===== config.mk =====
export PLATFORM = sky130hd
export DESIGN_NAME = owr_rx
export DESIGN_NICKNAME = d
export VERILOG_FILES = /design/src/owr_pkg.sv /design/src/owr_rx.sv /design/src/owr_buf.sv
export VERILOG_INCLUDE_DIRS = /design/src
export SDC_FILE = /design/constraint.sdc
export NUM_CORES = 1
export LEC_CHECK = 0
export ABC_AREA = 1
export ABC_CLOCK_PERIOD_IN_PS = 1900
export BUFFER_PORTS_ARGS = -buffer_cell sky130_fd_sc_hd__buf_2
export CAP_MARGIN = 20
export CORE_MARGIN = 2
export CORE_UTILIZATION = 50
export DETAILED_ROUTE_END_ITERATION = 10
export PLACE_DENSITY = 0.67
export SLEW_MARGIN = 20
export SYNTH_ARGS = -nofsm -noshare
export SYNTH_HDL_FRONTEND = slang
export SYNTH_SLANG_ARGS = --single-unit

===== constraint.sdc =====
create_clock -name clk_in -period 1.9 [get_ports clk_in]
set_input_delay 0.19 -clock clk_in [delete_from_list [all_inputs] [get_ports clk_in]]
set_output_delay 0.19 -clock clk_in [all_outputs]
set_load 0.01 [all_outputs]

===== src/owr_defines.svh =====
// timing constants and frame field positions for the single-wire dimming receiver
`ifndef OWR_DEFINES_SVH
`define OWR_DEFINES_SVH

`define OWR_CLK_MHZ        20
`define OWR_FRAME_BITS     24
`define OWR_BRIGHT_MSB     8
`define OWR_BRIGHT_LSB     0
`define OWR_ACK_REQ_BIT    10
`define OWR_ADDR_MSB       23
`define OWR_ADDR_LSB       16
`define OWR_ADDR_DEFAULT   8'h8F
`define OWR_CLOSE_TIME_US  2
`define OWR_CLOSE_CYC      (`OWR_CLOSE_TIME_US * `OWR_CLK_MHZ)
`define OWR_VALID_TIME_US  2
`define OWR_VALID_CYC      (`OWR_VALID_TIME_US * `OWR_CLK_MHZ)
`define OWR_ACK_TIME_US    512
`define OWR_ACK_CYC        (`OWR_ACK_TIME_US * `OWR_CLK_MHZ)
`define OWR_CNT_W          14
`define OWR_BRIGHT_RESET   9'h000

`endif


===== src/owr_pkg.sv =====
// types shared by the single-wire dimming receiver
`default_nettype none
package owr_pkg;
  typedef enum logic [2:0] {
    ST_IDLE,
    ST_LOW,
    ST_HIGH,
    ST_VALID,
    ST_ACK
  } owr_state_e;

  typedef struct packed {
    logic [7:0] addr;
    logic       ack_req;
    logic [8:0] bright;
  } owr_cmd_s;
endpackage
`default_nettype wire


===== src/owr_rx.sv =====
// single-wire dimming command receiver top
`include "owr_defines.svh"
`default_nettype none
module owr_rx (
  input  wire logic       clk_in,          // 20 MHz internal clock
  input  wire logic       arst_n_in,       // async reset, low
  input  wire logic       line_in,         // enable pin level
  output logic            ack_pulldown_out,// open-drain output enable
  output logic            line_drv_out,    // pin output value, always low
  output logic [8:0]      bright_out,      // applied brightness
  input  wire logic       cmd_ready_in,    // consumer accepts command
  output logic            cmd_valid_out,   // buffered command ready
  output owr_pkg::owr_cmd_s cmd_out,       // buffered command
  output logic            frame_err_out    // last frame discarded
);
  localparam logic [`OWR_CNT_W-1:0] CLOSE_CYC = `OWR_CNT_W'(`OWR_CLOSE_CYC);
  localparam logic [`OWR_CNT_W-1:0] VALID_CYC = `OWR_CNT_W'(`OWR_VALID_CYC);
  localparam logic [`OWR_CNT_W-1:0] ACK_CYC   = `OWR_CNT_W'(`OWR_ACK_CYC);
  localparam logic [7:0]            OWN_ADDR  = `OWR_ADDR_DEFAULT;

  owr_pkg::owr_state_e      state_q;
  logic                     sync1_q;
  logic                     sync2_q;
  logic                     prev_q;
  logic [`OWR_CNT_W-1:0]    cnt_q;
  logic [`OWR_CNT_W-1:0]    low_q;
  logic [`OWR_FRAME_BITS-1:0] shift_q;
  logic [4:0]               nbits_q;
  logic                     bad_q;
  logic [8:0]               bright_q;
  logic                     err_q;
  logic                     push_q;
  owr_pkg::owr_cmd_s        push_data_q;
  logic                     buf_ready;

  // edge and bit decisions on synchronised line
  wire fall       = prev_q && !sync2_q;
  wire cnt_max    = (cnt_q == {`OWR_CNT_W{1'b1}});
  wire bit_zero   = low_q >= {cnt_q[`OWR_CNT_W-2:0], 1'b0};
  wire bit_one    = cnt_q >= {low_q[`OWR_CNT_W-2:0], 1'b0};
  wire close_seen = (state_q == owr_pkg::ST_HIGH) && sync2_q
                    && (cnt_q >= CLOSE_CYC - 1'b1);
  wire full_frame = (nbits_q == 5'(`OWR_FRAME_BITS)) && !bad_q;
  wire addr_ok    = shift_q[`OWR_ADDR_MSB:`OWR_ADDR_LSB] == OWN_ADDR;
  wire ack_req    = shift_q[`OWR_ACK_REQ_BIT];
  wire good_frame = full_frame && addr_ok;
  wire [`OWR_FRAME_BITS-1:0] shift_nx = {bit_one, shift_q[`OWR_FRAME_BITS-1:1]};

  // two-flop synchroniser and edge history
  always_ff @(posedge clk_in or negedge arst_n_in)
  begin
    if (!arst_n_in)
    begin
      sync1_q <= 1'b0;
      sync2_q <= 1'b0;
      prev_q  <= 1'b0;
    end
    else
    begin
      sync1_q <= line_in;
      sync2_q <= sync1_q;
      prev_q  <= sync2_q;
    end
  end

  // frame decode state machine
  always_ff @(posedge clk_in or negedge arst_n_in)
  begin
    if (!arst_n_in)
    begin
      state_q     <= owr_pkg::ST_IDLE;
      cnt_q       <= '0;
      low_q       <= '0;
      shift_q     <= '0;
      nbits_q     <= 5'h00;
      bad_q       <= 1'b0;
      bright_q    <= `OWR_BRIGHT_RESET;
      err_q       <= 1'b0;
      push_q      <= 1'b0;
      push_data_q <= '0;
    end
    else
    begin
      push_q <= 1'b0;
      case (state_q)
        owr_pkg::ST_IDLE:
        begin
          cnt_q <= '0;
          if (fall)
          begin
            state_q <= owr_pkg::ST_LOW;
            nbits_q <= 5'h00;
            bad_q   <= 1'b0;
          end
        end
        owr_pkg::ST_LOW:
        begin
          if (sync2_q) // low phase over
          begin
            low_q   <= cnt_q;
            cnt_q   <= '0;
            state_q <= owr_pkg::ST_HIGH;
          end
          else if (!cnt_max)
            cnt_q <= cnt_q + 1'b1;
        end
        owr_pkg::ST_HIGH:
        begin
          if (fall || close_seen)
          begin
            if (!bit_zero && !bit_one)
              bad_q <= 1'b1;
            if (nbits_q == 5'(`OWR_FRAME_BITS))
              bad_q <= 1'b1; // too many bits
            else
              nbits_q <= nbits_q + 5'h01;
            shift_q <= shift_nx;
            cnt_q   <= '0;
            state_q <= fall ? owr_pkg::ST_LOW : owr_pkg::ST_IDLE;
          end
          else if (!cnt_max)
            cnt_q <= cnt_q + 1'b1;
        end
        default: ;
      endcase
      // close-time check after last bit committed
      if (state_q == owr_pkg::ST_IDLE && nbits_q != 5'h00 && !fall)
      begin
        nbits_q <= 5'h00;
        err_q   <= !good_frame;
        if (good_frame)
        begin
          bright_q         <= shift_q[`OWR_BRIGHT_MSB:`OWR_BRIGHT_LSB];
          push_q           <= 1'b1;
          push_data_q.addr <= shift_q[`OWR_ADDR_MSB:`OWR_ADDR_LSB];
          push_data_q.ack_req <= ack_req;
          push_data_q.bright  <= shift_q[`OWR_BRIGHT_MSB:`OWR_BRIGHT_LSB];
          if (ack_req)
            state_q <= owr_pkg::ST_VALID;
        end
      end
      if (state_q == owr_pkg::ST_VALID)
      begin
        cnt_q <= cnt_q + 1'b1;
        if (cnt_q >= VALID_CYC - 1'b1)
        begin
          cnt_q   <= '0;
          state_q <= owr_pkg::ST_ACK;
        end
      end
      if (state_q == owr_pkg::ST_ACK)
      begin
        cnt_q <= cnt_q + 1'b1;
        if (cnt_q >= ACK_CYC - 1'b1)
        begin
          cnt_q   <= '0;
          state_q <= owr_pkg::ST_IDLE;
        end
      end
    end
  end

  // open-drain pull-down while acknowledging
  assign ack_pulldown_out = (state_q == owr_pkg::ST_ACK);
  assign line_drv_out     = 1'b0;
  assign bright_out       = bright_q;
  assign frame_err_out    = err_q;

  owr_buf u_buf (
    .clk_in      (clk_in),
    .arst_n_in   (arst_n_in),
    .s_valid_in  (push_q),
    .s_ready_out (buf_ready),
    .s_data_in   (push_data_q),
    .m_valid_out (cmd_valid_out),
    .m_ready_in  (cmd_ready_in),
    .m_data_out  (cmd_out)
  );
endmodule
`default_nettype wire


===== src/owr_buf.sv =====
// two-entry buffer between the decoder and the brightness consumer
`default_nettype none
module owr_buf (
  input  wire logic              clk_in,     // system clock
  input  wire logic              arst_n_in,  // async reset, low
  input  wire logic              s_valid_in, // write strobe
  output logic                   s_ready_out,// room available
  input  wire owr_pkg::owr_cmd_s s_data_in,  // word in
  output logic                   m_valid_out,// word available
  input  wire logic              m_ready_in, // consumer takes word
  output owr_pkg::owr_cmd_s      m_data_out  // word out
);
  owr_pkg::owr_cmd_s mem_q [2];
  logic              wp_q;
  logic              rp_q;
  logic [1:0]        cnt_q;
  wire               push = s_valid_in && s_ready_out;
  wire               pop  = m_valid_out && m_ready_in;

  // honest full and empty
  assign s_ready_out = (cnt_q != 2'h2);
  assign m_valid_out = (cnt_q != 2'h0);
  assign m_data_out  = mem_q[rp_q];

  // pointer and storage update
  always_ff @(posedge clk_in or negedge arst_n_in)
  begin
    if (!arst_n_in)
    begin
      wp_q     <= 1'b0;
      rp_q     <= 1'b0;
      cnt_q    <= 2'h0;
      mem_q[0] <= '0;
      mem_q[1] <= '0;
    end
    else
    begin
      if (push)
      begin
        mem_q[wp_q] <= s_data_in;
        wp_q        <= ~wp_q;
      end
      if (pop)
        rp_q <= ~rp_q;
      cnt_q <= cnt_q + {1'b0, push} - {1'b0, pop};
    end
  end
endmodule
`default_nettype wire


==> summary.txt <==
Job
  • Max_cap viols: 0

Floorplan
  • Chip Width: 118.8 um
  • Die outline area: 0.01412 mm2
  • Core area: 0.01272 mm2
  • Initial Utilization: 0.5183
  • Row count: 41
  • IO Pins: 35
  • Die Y-Extent: 118.8 um

Logic synthesis
  • Cell area after synthesis: 0.006594 mm2
  • List of most frequent post-synthesis cells: nand2_1 (294), dfrtp_1 (124), inv_1 (112), o21ai_0 (73), nor2_1 (44)
  • Ys async rst share: 1.000
  • Largest area contributor in the netlist: dfrtp_1
  • Register bit total from synthesis: 124
  • Most numerous cell in the Yosys netlist: nand2_1
  • Sequential share of the synthesized area: 0.4706
  • Ranking of synthesized cells by area: dfrtp_1 (47%), nand2_1 (17%), inv_1 (6.4%)
  • Syn_nets: 884
  • YS warnings: 0
  • Avg Inst Size Synth: 7.767 um2
  • Synth Flop Type: dfrtp_1
  • Yosys cell types: 38
  • Number of synthesized flops with an enable pin: 0
  • Post-Syn Instances: 849
  • Yosys top cell area share: 0.4706

Setup path
  • Crit Path Max Fanout: 4
  • Delay-heaviest family, CP: simple AND/OR/NAND/NOR gates
  • CP Class: flop to flop
  • Crit. End Element: flop
  • WP buf/inv: 2
  • CP startpoint kind: flop
  • Critical Path, Cell by Cell: ha_2 > nand3_2 > nor2_1 > nand2_1 > inv_1 > nand3_1 > nand3_2 > inv_1 > a22oi_1 > nand2_1
  • Critical Path RT: 2.19 ns
  • Critical Path AT: 2.13 ns
  • CP max stage delay: 0.38 ns
  • Crit-path slowest cell: dfrtp_1

Clock tree
  • CTS Buffer Depth: 2
  • CTS tree: built
  • Worst-skew pair later-pin latency: 0.42 ns
  • Clk sink count: 124
  • Clock-pin transition on the worst setup and hold timing paths: 0.06 ns
  • Root Driver: clkbuf_16
  • H-tree depth: 4
  • CTS Buf Count: 17

Global route
  • Antenna violations before repair: 0
  • Pin count of the biggest net entering global routing: 45
  • Vias in the first global route: 5,387
  • GR Util All Layers: 0.2271
  • First-pass GRT wire length: 25.65 mm
  • GRT overflow: 0

Detailed routing
  • DRT Wirelength: 15.07 mm
  • DRC: 0
  • First-pass iteration count of the detailed router: 5
  • Vias per inst: 5.084
  • Drt first-iter violations: 379
  • Via count: 5,552
  • WL/cell: 13.80 um
  • Post-route ant nets: 0

STA
  • Fin. Hold Viols: 0
  • Slew @ Worst Pin: 0.6320 ns
  • Setup TNS: 0 ns
  • Worst hold slack: 0.07105 ns
  • Endpoints failing setup: 0
  • Minimum clock period: 1.843 ns
  • Fmax: 0.5425 GHz
  • Final Max Slew Viols: 0
  • Fin crit share: 0.9702
  • RSZ-0062 raised after global routing: true
  • Final Skew: 0.007474 ns
  • Max-slew headroom: 0.5787

Placed design
  • Final GP Congestion: 0.9341
  • DP Wirelength: 10.65 mm
  • Port Buffers: 33

Pwr
  • Leak Pwr: 4.076 nW
  • Switching power: 2.705 mW
  • Peak supply drop: 0.8580 mV
  • Sequential share of power: 0.361
  • Clk pwr share: 0.403
  • Power Density: 1059 mW/mm2
  • Net Sw Frac: 0.3252
  • Proportion of power drawn by combinational gates: 0.236
  • Internal: 5.613 mW
  • Total Power: 8.318 mW

Cells and area
  • NumNets Final: 942
  • Share of layout cells above drive strength 1: 0.1707
  • Ant. Diodes: 0
  • Area grow syn2layout: 19.11%

Outcome
  • Status: completed

Min path
  • Min-delay worst type: input pin to flop
[registers in the layout, summed over array words and instances, names as in the netlist]
register,count
u_buf.mem_q,36
shift_q,24
push_data_q,18
cnt_q,14
low_q,14
nbits_q,5
state_q,3
u_buf.cnt_q,2
bad_q,1
frame_err_out,1
prev_q,1
push_q,1
sync1_q,1
sync2_q,1
u_buf.rp_q,1
u_buf.wp_q,1
[worst paths after layout]
kind	from	endpoint	cells past startpoint	slack [ns]
setup / recovery	cnt_q[1]$_DFFE_PN0P_	cnt_q[10]$_DFFE_PN0P_	10	0.06
hold / removal	cmd_ready_in	u_buf.rp_q$_DFFE_PN0P_	3	0.07
setup reg to reg	cnt_q[1]$_DFFE_PN0P_	cnt_q[10]$_DFFE_PN0P_	10	0.06
hold reg to reg	sync1_q$_DFF_PN0_	sync2_q$_DFF_PN0_	0	0.35
max in group asynchronous	arst_n_in	shift_q[18]$_DFFE_PN0P_	3	0.94
min in group asynchronous	arst_n_in	u_buf.mem_q[30]$_DFFE_PN0P_	2	0.33
[power by group through the flow]
stage                     registers, mW  clock network (mW)  logic [mW]
after floorplan                    3.01                   0        1.28
after global placement             3.03                   0        1.85
after detailed placement           3.03                   0        1.88
after CTS                          2.99                3.41        1.90
after global routing               3.03                3.54        2.23
final                              3.00                3.35        1.96
[cell families (layout without fill, tap and decap cells)]
logic type | count (synthesis) | in the layout | share of synthesized area
simple gates | 420 | 420 | 0.2664
buf+inv | 150 | 221 | 0.09734
flops | 124 | 124 | 0.4706
compound gates | 111 | 111 | 0.09032
fa+ha+maj | 31 | 31 | 0.05882
xor+xnor | 12 | 12 | 0.01594
other cells | 1 | 1 | 0.0005687
[worst min-delay path: stages]
cell and delay (ns):
buf_2 0.10, nand2_1 0.09, xor2_1 0.07
[cell type report]
| class | instances | area (um2) |
|---|---|---|
| fill | 1178 | 4868 |
| sequential | 124 | 3114 |
| multi-input combinational | 575 | 2944 |
| timing repair buffer | 72 | 519.2 |
| inverter | 117 | 444.2 |
| clock buffer | 18 | 429.2 |
| tap | 172 | 215.2 |
| clock inverter | 14 | 187.7 |
[per-layer routing]
metal / vias up / share of wire / track usage
met5: - / 0 / 0
met4: 0 / 0.018 / 0.08408
met3: 21 / 0.044 / 0.05029
met2: 131 / 0.48 / 0.3675
met1: 2614 / 0.46 / 0.3000
li1: 2786 / - / -
[metrics by stage]
step	util	std cells	worst slack [ns]	cell area (um2)
2_1_floorplan	-	849	0.2166	6594
3_3_place_gp	0.5578	1057	-0.04677	7097
3_5_place_dp	0.5578	1057	-0.05072	7097
4_1_cts	0.6090	1091	0.02074	7747
5_1_grt	0.6173	1092	-0.03871	7854
6_report	0.6173	1092	0.05659	7854
[layout by cell type (no fill, tap or decap), drive strengths merged, types with 2 or more instances in the layout]
| cell | instances |
|---|---|
| clkinvlp | 3 |
| a31oi | 2 |
| o21ai | 88 |
| bufinv | 3 |
| o221ai | 2 |
| dfrtp | 124 |
| ha | 31 |
| nand4 | 14 |
| o211ai | 2 |
| xor2 | 11 |
| dlygate4sd3 | 2 |
| nor3 | 6 |
| inv | 120 |
| nand2 | 300 |
| nor3b | 2 |
| clkinv | 5 |
| nor4 | 2 |
| a21oi | 15 |
| clkbuf | 18 |
| nand3 | 39 |
| nor2 | 51 |
| buf | 70 |
| or2 | 4 |
[timing repair]
action,4_1_cts,5_1_grt
hold endpoints to repair,41,0
setup endpoints to repair,1,18
hold buffers,2,0
buffers inserted,0,1
resized for setup,5,29
pin swaps,0,4
No activity file was read; power rests on OpenSTA's default activity.
